==> config.mk <==
export PLATFORM = sky130hd
export DESIGN_NAME = hdmfm_drive
export DESIGN_NICKNAME = d
export VERILOG_FILES = /design/src/logic/hdmfm_pkg.sv /design/src/logic/hdmfm_drive.sv
export SDC_FILE = /design/constraint.sdc
export NUM_CORES = 1
export LEC_CHECK = 0
export BUFFER_PORTS_ARGS = -buffer_cell sky130_fd_sc_hd__buf_2
export CAP_MARGIN = 10
export CORE_MARGIN = 4
export CORE_UTILIZATION = 51
export CTS_CLUSTER_SIZE = 20
export DETAILED_ROUTE_END_ITERATION = 12
export GPL_TIMING_DRIVEN = 0
export PLACE_DENSITY_LB_ADDON = 0.1
export SYNTH_ARGS = -nofsm -noshare
export SYNTH_HDL_FRONTEND = slang
export SYNTH_SLANG_ARGS = --single-unit
==> constraint.sdc <==
create_clock -name sys_clk -period 3.01 [get_ports sys_clk]
set_input_delay 0.1505 -clock sys_clk [delete_from_list [all_inputs] [get_ports sys_clk]]
set_output_delay 0.1505 -clock sys_clk [all_outputs]
set_load 0.01 [all_outputs]
==> src/logic/hdmfm_pkg.sv <==
// constants, register map and mfm helpers for the drive-side disk interface
package hdmfm_pkg;
	////////////////////////////////////////////////////////////////////////
	// register map
	localparam int ADDR_W = 8;
	localparam logic [7:0] A_CTRL = 8'h00;
	localparam logic [7:0] A_STAT = 8'h04;
	localparam logic [7:0] A_TXD = 8'h08;
	localparam logic [7:0] A_RXD = 8'h0C;
	localparam logic [7:0] A_POS = 8'h10;
	localparam logic [7:0] A_CRC = 8'h14;
	localparam logic [7:0] A_ID = 8'h18;
	localparam logic [31:0] CTRL_RST = 32'h0000_0000;
	localparam int C_READY = 0;
	localparam int C_RDEN = 1;
	localparam int C_ADDR = 2;
	localparam int C_FCLR = 4;
	localparam int TX_MARK = 8;
	////////////////////////////////////////////////////////////////////////
	// pin vector layout, idle levels of the pins
	localparam int P_WG = 0;
	localparam int P_HS = 1;
	localparam int P_STEP = 4;
	localparam int P_DIR = 5;
	localparam int P_DS = 6;
	localparam int P_WDP = 10;
	localparam int P_WDN = 11;
	localparam int NPIN = 12;
	localparam logic [11:0] PIN_IDLE = 12'hBFF;
	////////////////////////////////////////////////////////////////////////
	// geometry and timing
	localparam logic [8:0] CYL_MAX = 9'h131;
	localparam int CLK_NS = 100;
	localparam int CLK_MHZ = 10;
	localparam int REV_US = 16667;
	localparam int INDEX_US = 200;
	localparam int SETTLE_US = 1000;
	localparam int HALF_NS = 100;
	localparam int REV_CYC = REV_US * CLK_MHZ;
	localparam int INDEX_CYC = INDEX_US * CLK_MHZ;
	localparam int SETTLE_CYC = SETTLE_US * CLK_MHZ;
	localparam int HALF_CYC = (HALF_NS / CLK_NS < 1) ? 1 : HALF_NS / CLK_NS;
	////////////////////////////////////////////////////////////////////////
	// mfm framing and check
	localparam logic [15:0] SYNC_MFM = 16'h4489;
	localparam logic [7:0] MARK_BYTE = 8'hA1;
	localparam logic [7:0] ID_MARK = 8'hFE;
	localparam logic [7:0] FILL_BYTE = 8'h00;
	localparam logic [15:0] CRC_POLY = 16'h1021;
	localparam logic [15:0] CRC_INIT = 16'hFFFF;
	localparam int MISS_BIT = 2;
	localparam logic [2:0] ID_FE = 3'h1;
	localparam logic [2:0] ID_FIRST = 3'h2;
	localparam logic [2:0] ID_LASTF = 3'h5;
	localparam logic [2:0] ID_END = 3'h7;

	typedef enum logic {RX_HUNT = 1'b0, RX_FRAME = 1'b1} hdmfm_rx_t;

	// one byte into 16 half cells, clock half first
	function automatic logic [15:0] hdmfm_enc(input logic [7:0] d, input logic prev, input logic mark);
		logic [15:0] p;
		logic last;
		p = '0;
		last = prev;
		for (int i = 7; i >= 0; i--) begin
			p[2*i+1] = ~d[i] & ~last & ~(mark && i == MISS_BIT);
			p[2*i] = d[i];
			last = d[i];
		end
		return p;
	endfunction : hdmfm_enc

	function automatic logic [7:0] hdmfm_data(input logic [15:0] r);
		logic [7:0] d;
		d = '0;
		for (int i = 0; i < 8; i++) begin
			d[i] = r[2*i];
		end
		return d;
	endfunction : hdmfm_data

	function automatic logic [15:0] hdmfm_crc(input logic [15:0] c, input logic [7:0] d);
		logic [15:0] r;
		logic fb;
		r = c;
		for (int i = 7; i >= 0; i--) begin
			fb = r[15] ^ d[i];
			r = {r[14:0], 1'b0} ^ (fb ? CRC_POLY : 16'h0000);
		end
		return r;
	endfunction : hdmfm_crc
endpackage : hdmfm_pkg

==> src/logic/hdmfm_drive.sv <==
// drive-side control, status and mfm data logic with an apb register port
//
// What this block does
// - the drive returns seek complete, track zero, write fault, index and ready.
// - the drive returns a drive-selected line beside the data pairs.
// - write data come in and read data go out as complementary mfm pairs.
// - a clock transition appears only when neither this nor the previous cell holds a one.
// - clock transitions sit at the start of a cell, data transitions at its middle.
// - every sector id is unique on the drive.
// - an id field holds a mark, cylinder, head, sector and check bytes.
// - formatted fields are checked with a crc made by the formatting and reading logic.
// - framing and data recovery tolerate about 3% speed deviation either way.
// - one index pulse is given per revolution.
// - track zero is asserted while the heads sit on cylinder zero.
//
// Added by the designer: the register addresses and the APB interface to the registers.
`timescale 1ns/1ns
module hdmfm_drive import hdmfm_pkg::*; #(
	parameter int REV_CYC_P = REV_CYC,
	parameter int SETTLE_CYC_P = SETTLE_CYC,
	parameter int HALF_CYC_P = HALF_CYC
) (
	// clock and reset
	input wire logic sys_clk,
	input wire logic rstn,
	// apb slave
	input wire logic psel,
	input wire logic penable,
	input wire logic pwrite,
	input wire logic [ADDR_W-1:0] paddr,
	input wire logic [31:0] pwdata,
	output logic [31:0] prdata,
	output logic pready,
	output logic pslverr,
	// control lines from the controller
	input wire logic wr_gate_n,
	input wire logic [2:0] head_sel_n,
	input wire logic step_n,
	input wire logic dir_in_n,
	input wire logic [3:0] drv_sel_in_n,
	// status lines to the controller
	output logic seek_cmpl_n,
	output logic track0_n,
	output logic wr_fault_n,
	output logic index_n,
	output logic ready_n,
	output logic drv_selected_n,
	// mfm data pairs
	input wire logic wr_data_p,
	input wire logic wr_data_n,
	output logic rd_data_p,
	output logic rd_data_n
);
	localparam int RW = $clog2(REV_CYC_P + 1);
	localparam int SW = $clog2(SETTLE_CYC_P + 1);
	localparam int HW = $clog2(HALF_CYC_P + 1);

	logic [NPIN-1:0] s1_q, s2_q, s3_q, pin_q;
	logic [31:0] ctrl_q;
	logic [8:0] cyl_q;
	logic [SW-1:0] settle_q;
	logic [RW-1:0] rev_q;
	logic step_prev_q, flt_q;
	logic pready_q, pslverr_q;
	logic [31:0] prdata_q, rdata_w;
	logic hit_w;
	logic [8:0] buf_q [2];
	logic buf_wp_q, buf_rp_q;
	logic [1:0] buf_cnt_q;
	logic [HW-1:0] enc_cnt_q;
	logic [3:0] enc_hx_q;
	logic [15:0] enc_pat_q, new_pat;
	logic enc_prev_q, rd_p_q, rd_n_q;
	logic [15:0] tx_crc_q, rx_crc_q;
	logic [HW-1:0] dec_cnt_q;
	logic [15:0] raw_q, raw_n;
	logic t_hold_q, wd_prev_q;
	hdmfm_rx_t rx_st_q;
	logic [3:0] rx_hx_q;
	logic [2:0] rx_idx_q;
	logic dec_prev_q;
	logic [8:0] rx_byte_q;
	logic rx_val_q, rx_ovr_q, mfm_err_q, id_fe_q, id_ok_q, id_match_q;
	logic [31:0] id_sh_q;
	logic [4:0] stat_q;

	////////////////////////////////////////////////////////////////////////
	// pin synchronisers, a change counts once stages two and three agree
	always_ff @(posedge sys_clk or negedge rstn) begin
		if (!rstn) begin
			s1_q <= PIN_IDLE;
			s2_q <= PIN_IDLE;
			s3_q <= PIN_IDLE;
			pin_q <= PIN_IDLE;
		end else begin
			s1_q <= {wr_data_n, wr_data_p, drv_sel_in_n, dir_in_n, step_n, head_sel_n, wr_gate_n};
			s2_q <= s1_q;
			s3_q <= s2_q;
			pin_q <= (s2_q & s3_q) | (pin_q & (s2_q ^ s3_q));
		end
	end

	logic [1:0] drv_addr;
	logic sel, wg, ready_w, seek_done, index_w, step_edge, trans;
	logic [2:0] head;
	assign drv_addr = ctrl_q[C_ADDR+:2];
	assign sel = ~pin_q[P_DS + int'(drv_addr)];
	assign wg = sel & ~pin_q[P_WG];
	assign head = ~pin_q[P_HS+:3];
	assign step_edge = sel & ~pin_q[P_STEP] & step_prev_q;
	assign ready_w = ctrl_q[C_READY];
	assign seek_done = settle_q == '0;
	assign index_w = ready_w & (rev_q < RW'(INDEX_CYC));

	////////////////////////////////////////////////////////////////////////
	// apb slave, answer one cycle into the access phase
	logic acc, fire, hold;
	assign acc = psel & penable;
	assign hold = pwrite & (paddr == A_TXD) & (buf_cnt_q == 2'h2);
	assign fire = acc & pready_q;

	always_comb begin
		rdata_w = '0;
		hit_w = 1'b1;
		case (paddr)
			A_CTRL: rdata_w = ctrl_q;
			A_STAT: rdata_w = {19'h0, wg, rx_st_q == RX_FRAME, index_w, rx_ovr_q, mfm_err_q, id_match_q, id_ok_q,
				rx_val_q, buf_cnt_q == 2'h2, flt_q, seek_done, cyl_q == '0, sel};
			A_TXD: rdata_w = '0;
			A_RXD: rdata_w = {22'h0, rx_val_q, rx_byte_q};
			A_POS: rdata_w = {13'h0, head, 7'h0, cyl_q};
			A_CRC: rdata_w = {rx_crc_q, tx_crc_q};
			A_ID: rdata_w = id_sh_q;
			default: hit_w = 1'b0;
		endcase
	end

	always_ff @(posedge sys_clk or negedge rstn) begin
		if (!rstn) begin
			pready_q <= 1'b0;
			pslverr_q <= 1'b0;
			prdata_q <= '0;
		end else begin
			pready_q <= acc & ~pready_q & ~hold;
			if (acc & ~pready_q & ~hold) begin
				pslverr_q <= ~hit_w;
				prdata_q <= pwrite ? 32'h0000_0000 : rdata_w;
			end else begin
				pslverr_q <= 1'b0;
			end
		end
	end

	always_ff @(posedge sys_clk or negedge rstn) begin
		if (!rstn) begin
			ctrl_q <= CTRL_RST;
		end else if (fire & pwrite & (paddr == A_CTRL)) begin
			ctrl_q <= {pwdata[31:C_FCLR+1], 1'b0, pwdata[C_FCLR-1:0]};
		end
	end

	logic fclr;
	assign fclr = fire & pwrite & (paddr == A_CTRL) & pwdata[C_FCLR];

	////////////////////////////////////////////////////////////////////////
	// head position, seek settle, index
	always_ff @(posedge sys_clk or negedge rstn) begin
		if (!rstn) begin
			step_prev_q <= 1'b1;
			cyl_q <= '0;
		end else begin
			step_prev_q <= pin_q[P_STEP];
			if (step_edge & ~pin_q[P_DIR] & (cyl_q != CYL_MAX)) begin
				cyl_q <= cyl_q + 9'h001;
			end else if (step_edge & pin_q[P_DIR] & (cyl_q != '0)) begin
				cyl_q <= cyl_q - 9'h001;
			end
		end
	end

	always_ff @(posedge sys_clk or negedge rstn) begin
		if (!rstn) begin
			settle_q <= '0;
		end else if (step_edge) begin
			settle_q <= SW'(SETTLE_CYC_P);
		end else if (settle_q != '0) begin
			settle_q <= settle_q - SW'(1);
		end
	end

	always_ff @(posedge sys_clk or negedge rstn) begin
		if (!rstn) begin
			rev_q <= '0;
		end else if (!ready_w || rev_q == RW'(REV_CYC_P - 1)) begin
			rev_q <= '0;
		end else begin
			rev_q <= rev_q + RW'(1);
		end
	end

	// write while not ready or still settling is a fault, set wins over clear
	always_ff @(posedge sys_clk or negedge rstn) begin
		if (!rstn) begin
			flt_q <= 1'b0;
		end else begin
			flt_q <= (wg & (~ready_w | ~seek_done)) | (flt_q & ~fclr);
		end
	end

	////////////////////////////////////////////////////////////////////////
	// status pins, asserted low and only while this drive is selected
	always_ff @(posedge sys_clk or negedge rstn) begin
		if (!rstn) begin
			stat_q <= '1;
			drv_selected_n <= 1'b1;
		end else begin
			stat_q <= ~({sel & ready_w, sel & index_w, sel & flt_q, sel & (cyl_q == '0), sel & seek_done});
			drv_selected_n <= ~sel;
		end
	end
	assign seek_cmpl_n = stat_q[0];
	assign track0_n = stat_q[1];
	assign wr_fault_n = stat_q[2];
	assign index_n = stat_q[3];
	assign ready_n = stat_q[4];

	////////////////////////////////////////////////////////////////////////
	// two-entry transmit buffer, full stalls the apb write
	logic buf_push, buf_pop, enc_on, enc_tick, enc_load;
	assign buf_push = fire & pwrite & (paddr == A_TXD);
	assign buf_pop = enc_load & (buf_cnt_q != 2'h0);

	always_ff @(posedge sys_clk or negedge rstn) begin
		if (!rstn) begin
			buf_wp_q <= 1'b0;
			buf_rp_q <= 1'b0;
			buf_cnt_q <= 2'h0;
		end else begin
			buf_wp_q <= buf_wp_q ^ buf_push;
			buf_rp_q <= buf_rp_q ^ buf_pop;
			buf_cnt_q <= buf_cnt_q + {1'b0, buf_push} - {1'b0, buf_pop};
		end
	end

	always_ff @(posedge sys_clk) begin
		if (buf_push) begin
			buf_q[buf_wp_q] <= pwdata[TX_MARK:0];
		end
	end

	////////////////////////////////////////////////////////////////////////
	// mfm encoder toward the read pair
	logic [7:0] nxt_byte;
	logic nxt_mark;
	assign enc_on = ctrl_q[C_RDEN] & sel & ~wg & ready_w;
	assign enc_tick = enc_on & (enc_cnt_q == HW'(HALF_CYC_P - 1));
	assign enc_load = enc_tick & (enc_hx_q == 4'hF);
	assign nxt_byte = (buf_cnt_q != 2'h0) ? buf_q[buf_rp_q][7:0] : FILL_BYTE;
	assign nxt_mark = (buf_cnt_q != 2'h0) & buf_q[buf_rp_q][TX_MARK];
	assign new_pat = hdmfm_enc(nxt_byte, enc_prev_q, nxt_mark);

	// both halves of the pair registered so neither output passes a gate
	always_ff @(posedge sys_clk or negedge rstn) begin
		if (!rstn) begin
			enc_cnt_q <= '0;
			enc_hx_q <= 4'hF;
			enc_pat_q <= '0;
			enc_prev_q <= 1'b0;
			rd_p_q <= 1'b0;
			rd_n_q <= 1'b1;
		end else if (!enc_on) begin
			enc_cnt_q <= '0;
			enc_hx_q <= 4'hF;
			enc_pat_q <= '0;
			enc_prev_q <= 1'b0;
			rd_p_q <= 1'b0;
			rd_n_q <= 1'b1;
		end else begin
			enc_cnt_q <= enc_tick ? '0 : enc_cnt_q + HW'(1);
			rd_p_q <= 1'b0;
			rd_n_q <= 1'b1;
			if (enc_load) begin
				enc_pat_q <= {new_pat[14:0], 1'b0};
				rd_p_q <= new_pat[15];
				rd_n_q <= ~new_pat[15];
				enc_prev_q <= nxt_byte[0];
				enc_hx_q <= 4'h0;
			end else if (enc_tick) begin
				enc_pat_q <= {enc_pat_q[14:0], 1'b0};
				rd_p_q <= enc_pat_q[15];
				rd_n_q <= ~enc_pat_q[15];
				enc_hx_q <= enc_hx_q + 4'h1;
			end
		end
	end
	assign rd_data_p = rd_p_q;
	assign rd_data_n = rd_n_q;

	always_ff @(posedge sys_clk or negedge rstn) begin
		if (!rstn) begin
			tx_crc_q <= CRC_INIT;
		end else if (buf_pop) begin
			tx_crc_q <= hdmfm_crc(nxt_mark ? CRC_INIT : tx_crc_q, nxt_byte);
		end
	end

	////////////////////////////////////////////////////////////////////////
	// mfm decoder from the write pair
	logic half_end, t_in, sync_hit, byte_end, rx_push, rx_pop, rx_mark;
	logic [7:0] rx_d;
	logic [2:0] nidx;
	logic [15:0] crc_new;
	assign trans = wg & pin_q[P_WDP] & ~pin_q[P_WDN] & ~wd_prev_q;
	assign half_end = dec_cnt_q == HW'(HALF_CYC_P - 1);
	assign t_in = trans | t_hold_q;
	assign raw_n = {raw_q[14:0], t_in};
	assign sync_hit = raw_n == SYNC_MFM;
	assign byte_end = half_end & (rx_st_q == RX_FRAME) & (rx_hx_q == 4'hF);
	assign rx_push = half_end & wg & (sync_hit | byte_end);
	assign rx_mark = sync_hit;
	assign rx_d = hdmfm_data(raw_n);
	assign nidx = rx_mark ? 3'h0 : ((rx_idx_q == ID_END) ? ID_END : rx_idx_q + 3'h1);
	assign crc_new = hdmfm_crc(rx_mark ? CRC_INIT : rx_crc_q, rx_d);
	assign rx_pop = fire & ~pwrite & (paddr == A_RXD);

	// a transition reloads the half-cell timer to half its count so speed drift is absorbed
	// a half cell must span two clocks or more, one-clock pulses do not pass the pin filter
	always_ff @(posedge sys_clk or negedge rstn) begin
		if (!rstn) begin
			wd_prev_q <= 1'b0;
			dec_cnt_q <= '0;
			t_hold_q <= 1'b0;
			raw_q <= '0;
		end else begin
			wd_prev_q <= pin_q[P_WDP] & ~pin_q[P_WDN];
			if (half_end) begin
				dec_cnt_q <= '0;
				t_hold_q <= 1'b0;
				raw_q <= wg ? raw_n : 16'h0000;
			end else begin
				dec_cnt_q <= trans ? HW'(HALF_CYC_P / 2) : dec_cnt_q + HW'(1);
				t_hold_q <= t_hold_q | trans;
			end
		end
	end

	always_ff @(posedge sys_clk or negedge rstn) begin
		if (!rstn) begin
			rx_st_q <= RX_HUNT;
			rx_hx_q <= 4'h0;
		end else if (!wg) begin
			rx_st_q <= RX_HUNT;
			rx_hx_q <= 4'h0;
		end else if (half_end) begin
			case (rx_st_q)
				RX_HUNT: begin
					rx_st_q <= sync_hit ? RX_FRAME : RX_HUNT;
					rx_hx_q <= 4'h0;
				end
				RX_FRAME: rx_hx_q <= sync_hit ? 4'h0 : rx_hx_q + 4'h1;
				default: rx_st_q <= RX_HUNT;
			endcase
		end
	end

	always_ff @(posedge sys_clk or negedge rstn) begin
		if (!rstn) begin
			rx_byte_q <= '0;
			rx_idx_q <= ID_END;
			rx_crc_q <= CRC_INIT;
			dec_prev_q <= 1'b0;
		end else if (rx_push) begin
			rx_byte_q <= {rx_mark, rx_d};
			rx_idx_q <= nidx;
			rx_crc_q <= crc_new;
			dec_prev_q <= rx_d[0];
		end
	end

	// flags: hardware set wins over the clear in the same cycle
	always_ff @(posedge sys_clk or negedge rstn) begin
		if (!rstn) begin
			rx_val_q <= 1'b0;
			rx_ovr_q <= 1'b0;
			mfm_err_q <= 1'b0;
		end else begin
			rx_val_q <= rx_push | (rx_val_q & ~rx_pop);
			rx_ovr_q <= (rx_push & rx_val_q & ~rx_pop) | (rx_ovr_q & ~fclr);
			mfm_err_q <= (rx_push & ~rx_mark & (raw_n != hdmfm_enc(rx_d, dec_prev_q, 1'b0))) | (mfm_err_q & ~fclr);
		end
	end

	// id field capture and check against the current head position
	always_ff @(posedge sys_clk or negedge rstn) begin
		if (!rstn) begin
			id_fe_q <= 1'b0;
			id_sh_q <= '0;
			id_ok_q <= 1'b0;
			id_match_q <= 1'b0;
		end else if (rx_push) begin
			if (nidx == ID_FE) begin
				id_fe_q <= rx_d == ID_MARK;
			end
			if (nidx >= ID_FIRST && nidx <= ID_LASTF && id_fe_q) begin
				id_sh_q <= {id_sh_q[23:0], rx_d};
			end
			if (nidx == ID_END && rx_idx_q != ID_END && id_fe_q) begin
				id_ok_q <= crc_new == 16'h0000;
				id_match_q <= (crc_new == 16'h0000) & (id_sh_q[31:16] == {7'h00, cyl_q})
					& (id_sh_q[15:8] == {5'h00, head});
			end
		end
	end

	assign prdata = prdata_q;
	assign pready = pready_q;
	assign pslverr = pslverr_q;
endmodule : hdmfm_drive

Word level (Yosys, flattened, before mapping) --
Memories as Yosys holds them, arrays and structs flattened. Index checks and enable logic that the tools add are counted. W data, S select, Z words.
Operators by class: divide/modulo/power cells 0, order comparisons 4, $mul 0, bitwise logic cells 155, shift operators 0, equality and inequality tests 23, add/sub/neg operators 12, muxes and demuxes 63, reduce and logical (&&, ||, !) cells 19
Operators by type and width (number):
- $xor A16 B13 Y16 | 16
- $mux W13 | 16
- $pmux W32 S6 | 1
- $mux W16 | 5
- $and A1 B1 Y1 | 68
- $not A1 Y1 | 40
- $mux W32 | 1
- $mux W14 | 2
- $and A12 B12 Y12 | 2
- $eq A8 B5 Y1 const B | 3
- $mux W4 | 6
- $mux W1 | 23
- $add A18 B1 Y18 const B | 1
- $eq A18 B18 Y1 const B | 1
- $lt A18 B11 Y1 const B | 1
- $mux W18 | 1
- $mux W9 | 2
- $xor A1 B1 Y1 | 18
- $eq A16 B15 Y1 const B | 1
- $eq A16 B9 Y1 | 1
- $eq A8 B4 Y1 const B | 2
- $logic_not A16 Y1 | 1
- $mux W15 | 1
- $logic_not A14 Y1 | 1
- 44 further kinds | 62
Word-level totals: latch bits 0, register bits after elaboration 296, word-level logic and storage cells 319, memories 1, input port bits 57, output and inout bits 42, RAM bits 18, memory bits (read-only) 0
Memories:
- buf_q | words 2, bits a word 9, read ports 1, clocked after Yosys merged registers in 0, write ports 1, line hdmfm_drive.sv:67 | logic [8:0] buf_q [2];

Logic depth before layout (Yosys ltp) --
word-level depth 39, gate-level depth with buffers 13, mapped depth without buffers 13

Least setup slack after synthesis --
OpenSTA, ideal clock, no wires.
kind reg2reg, from register ctrl_q[3], to register cyl_q[8], setup slack -289 ps, arrival time 3219 ps, period minus slack after synthesis 3299 ps, required time 2930 ps, path buffers 0, library setup time 80 ps, cell stages (with the launch flop) 14, path through dfrtp_1 mux2_2 mux2i_4 nand3b_1 nor2_1 inv_1 fa_1 a21o_1 a21oi_1 nor2b_1 o21a_1 o41ai_1 mux2i_1 xnor2_1
On the way: longest elaborated chain between the ends 10, elaborated cells between the ends (all ways) 13, classes of those cells add/sub: 1; mux: 4; bitwise: 7; reduce/logical: 1
RTL lines:
- start: declaration | line hdmfm_drive.sv:59 | logic [31:0] ctrl_q;
- start signal: assignment | line hdmfm_drive.sv:158 | ctrl_q <= {pwdata[31:C_FCLR+1], 1'b0, pwdata[C_FCLR-1:0]};
- $add A3 B2 Y4 (*) | line hdmfm_drive.sv:107 | assign sel = ~pin_q[P_DS + int'(drv_addr)];
- $bmux W1 S4 (*) | line hdmfm_drive.sv:107
- $mux W1 (not written as such) (*) (2 in series) | line hdmfm_drive.sv:107
- $not A1 Y1 (*) | line hdmfm_drive.sv:107
- $and A1 B1 Y1 (*) (2 in series) | line hdmfm_drive.sv:110 | assign step_edge = sel & ~pin_q[P_STEP] & step_prev_q;
- $and A1 B1 Y1 (on tied branches) (2 in series) | line hdmfm_drive.sv:173, hdmfm_drive.sv:175
- $mux W9 or $reduce_bool A2 Y1 (tied branches)
- end signal: assignment | line hdmfm_drive.sv:174 | cyl_q <= cyl_q + 9'h001;
- end signal: assignment | line hdmfm_drive.sv:176 | cyl_q <= cyl_q - 9'h001;
- end: declaration | line hdmfm_drive.sv:60 | logic [8:0] cyl_q;
Mark *: on every way between the ends. The rest lies on a longest branch, timed or not. The select of a mux whose other input is x is not followed. A chain may end at the register's enable or synchronous reset.

Worst setup path in the final report --
Ends and elaborated chain as after synthesis.

==> run metrics <==
placed insts between 1.5k and 2k; placed inst area 15800 µm²; Slew Limit Fails 0; final hold vios 0; area leader, netlist dfrtp_1; Antenna Nets Post-Route 0; Remaining DRCs 0; violated checks setup timing; Synth Flop Type dfrtp_1; average wire per standard cell ~19 µm; crit path launch type register; Fillers 2363; initial antenna violation count 0; Pre-Repair DR Iteration Count 9; FP Rows 62; cells along the critical path mux2_4 -> mux2i_4 -> nand3b_1 -> nor2_2 -> inv_2 -> fa_2 -> a21o_1 -> a21oi_2 -> nor2b_1 -> o21a_1 -> o41ai_2 -> mux2i_1 -> xnor2_1; Worst Hold Class primary input to register; total power draw 10.8 mW; Buf/Inv on CP 1; WL final 38000 µm; WS Path Type register to register; CTS buffer count 36; Worst-path clk slew 60 ps; Core Area approximately 29000 µm²; detailed router's first-iteration violation count 983; Yosys warning total 0; GRT Residual Overflow 0; endpoints failing setup 31; Clock Path Buffers 3; Worst path slowest cell dfrtp_2; Die H 178 µm; RePlAce Congestion 0.927; GR Util All Layers 24.1%; CP required 3410 ps; vias in the first global route 10.8k; pin slew with the least headroom to its limit between 1000 and 1500 ps; top cells by count, synth 203 x dfrtp_1, 178 x nand2_1, 117 x nor2_1; Leakage 7.72 nW; crit path DAT 3460 ps; Clock Root Buffer clkbuf_16; delay-heaviest family, CP multiplexers; Via Count between 10k and 15k; Via-to-Cell Ratio 5.62; number of synthesized register bits 312; asr flop ratio synth 94.2%; fin area between 15000 and 20000 µm²; die footprint 31700 µm²; # IOs 99; Synth area leaders dfrtp_1 34%, dfstp_2 16%, nand2_1 4.5%; maxcap violations 0; Rel. slew slack 13.9%; Tcrit/Tclk final 102%; effective utilization at floorplan 51.5%; Mapped Area 14800 µm²; fmax 327 MHz; area share of the largest cell type after synthesis about a third; first-pass GRT wire length 60100 µm; post-synth cell types just under 90; crit-path max cell delay 450 ps; Hold Crit Depth 3; RSZ-0062 raised after global routing yes; Crit Path Max Fanout 4; clk sink count 312; H-tree lvl count 2; ratio of cells with drive above 1 in the final layout 23.1%; crit path time final ~3100 ps; # nets final 1631; Peak VDD IR 0.421 mV; Worst path depth 13; Final WS setup -50.0 ps; CTS tree yes; register area share after synthesis 54.3%; Worst setup EP type register; Clock Latency Late Sink 520 ps; area grow syn2layout 20.5%; run status finished, violations left; largest net degree at the start of global routing between 100 and 150; FF-to-FF path depth 13; die width 178 µm; most frequent cell after synthesis dfrtp_1; cells after synthesis between 1k and 1.5k; Post-synth EDFFs 18; Power Dens Cells 607 nW/µm²; Post-Syn Area per Cell 11.0 µm²; PortBufs 96; Post-DP HPWL roughly 26000 µm; # diodes 0; Worst Skew 17.6 ps; Layout Cells excl Fill 1955
stage by stage:
| stage | hold WS, ps | setup slack, ps | TNS [ps] | util [%] |
|---|---|---|---|---|
| 4_1_cts | 55.2 | -113 | -2650 | 61.8 |
| 6_report | 82.0 | -50.0 | -539 | 62.1 |
| 3_5_place_dp | 160 | -655 | -8000 | 55.2 |
| 2_1_floorplan | -145 | -35.2 | -42.1 | - |
| 5_1_grt | 85.4 | -225 | -5590 | 62.1 |
| 3_3_place_gp | 255 | -3700 | -916230 | 55.0 |
worst register-to-register path, delay by kind of cell, from the launching register on:
kind / cells / cell delay [ps]
multiplexers: 3 / 790
AO/OA/AOI/OAI: 4 / 780
flip-flops: 1 / 450
AND/OR/NAND/NOR: 3 / 380
adder cells (fa/ha/maj): 1 / 360
buffers and inverters: 1 / 90
XOR/XNOR: 1 / 90
metal layers:
metal	share of wire [%]	global-route usage (%)	up-vias
li1	-	-	5154
met1	45	34.7	5409
met2	46	38.0	366
met3	6.8	3.92	64
met4	2.8	7.15	0
met5	0	0	-
cell families (layout without fill, tap and decap cells):
family | after synthesis | in the layout | synth area share (%)
AO/OA/AOI/OAI | 258 | 258 | 11.7
XOR/XNOR | 129 | 129 | 7.81
adder cells (fa/ha/maj) | 30 | 30 | 2.59
buffers and inverters | 86 | 313 | 2.47
flip-flops | 312 | 312 | 54.3
multiplexers | 97 | 97 | 7.67
other | 1 | 2 | 0.0254
AND/OR/NAND/NOR | 430 | 430 | 13.5
final timing paths:
kind                                            end             startpoint  slack, ps
max                            cyl_q[8]$_DFFE_PN0P_  ctrl_q[3]$_DFFE_PN0P_        -50
max reg2reg                    cyl_q[8]$_DFFE_PN0P_  ctrl_q[3]$_DFFE_PN0P_        -50
min reg2reg                      s2_q[10]$_DFF_PN0_     s1_q[10]$_DFF_PN0_        350
max in group asynchronous       pin_q[10]$_DFF_PN0_                   rstn       1760
min in group asynchronous  enc_pat_q[7]$_DFFE_PN0P_                   rstn        200
min                               pslverr$_DFF_PN0_                   psel         80
registers in the layout (all words and copies together), names as in the netlist, 5 cells and up:
register   flops
s2_q          12
s3_q          12
pin_q         12
cyl_q          9
rx_crc_q      16
prdata        32
tx_crc_q      16
rx_byte_q      9
ctrl_q        31
settle_q      14
s1_q          12
buf_q         18
enc_pat_q     15
id_sh_q       32
stat_q         5
rev_q         18
raw_q         15
timing repair:
action / in CTS / in global routing
endpoints found under the setup margin: 39 / 51
setup buffers: 12 / 7
hold buffers: 45 / 0
pin swaps: 6 / 10
endpoints found under the hold margin: 128 / 0
resized for setup: 4 / 8
final cells by class:
type / count / area, µm² / share of cell area [%]
well taps: 384 / 480 / 2.70
inverters: 19 / 71.3 / 0.401
repair buffers: 162 / 1140 / 6.40
clock inverters: 16 / 302 / 1.70
multi-input cells: 946 / 6450 / 36.3
flip-flops and latches: 312 / 8010 / 45.1
clock buffers: 49 / 1030 / 5.79
plain buffers: 67 / 297 / 1.67
power by group:
group | switching (mW) | internal [mW] | total, mW
clock | 1.74 | 3.09 | 4.84
combinational | 0.634 | 0.628 | 1.26
sequential | 0.266 | 4.44 | 4.70
total | 2.65 | 8.16 | 10.8
layout by cell type (no fill, tap or decap), types with 13 or more instances in the layout:
master and count:
dfrtp_1 202, nand2_1 178, nor2_1 115, buf_2 104, dfstp_2 91, o21ai_0 72
xnor2_1 70, xor2_1 57, a21oi_1 52, clkbuf_1 51, dlygate4sd3_1 45, mux2_2 38
mux2_1 36, clkbuf_16 36, a222oi_1 29, ha_1 28, nand3_1 26, buf_4 26
nor3_1 23, o21ai_1 18, edfxtp_1 18, inv_1 17, a21o_1 17, mux2i_1 16
nor4_1 14, nand4_1 13
No activity file was read; power rests on OpenSTA's default activity.
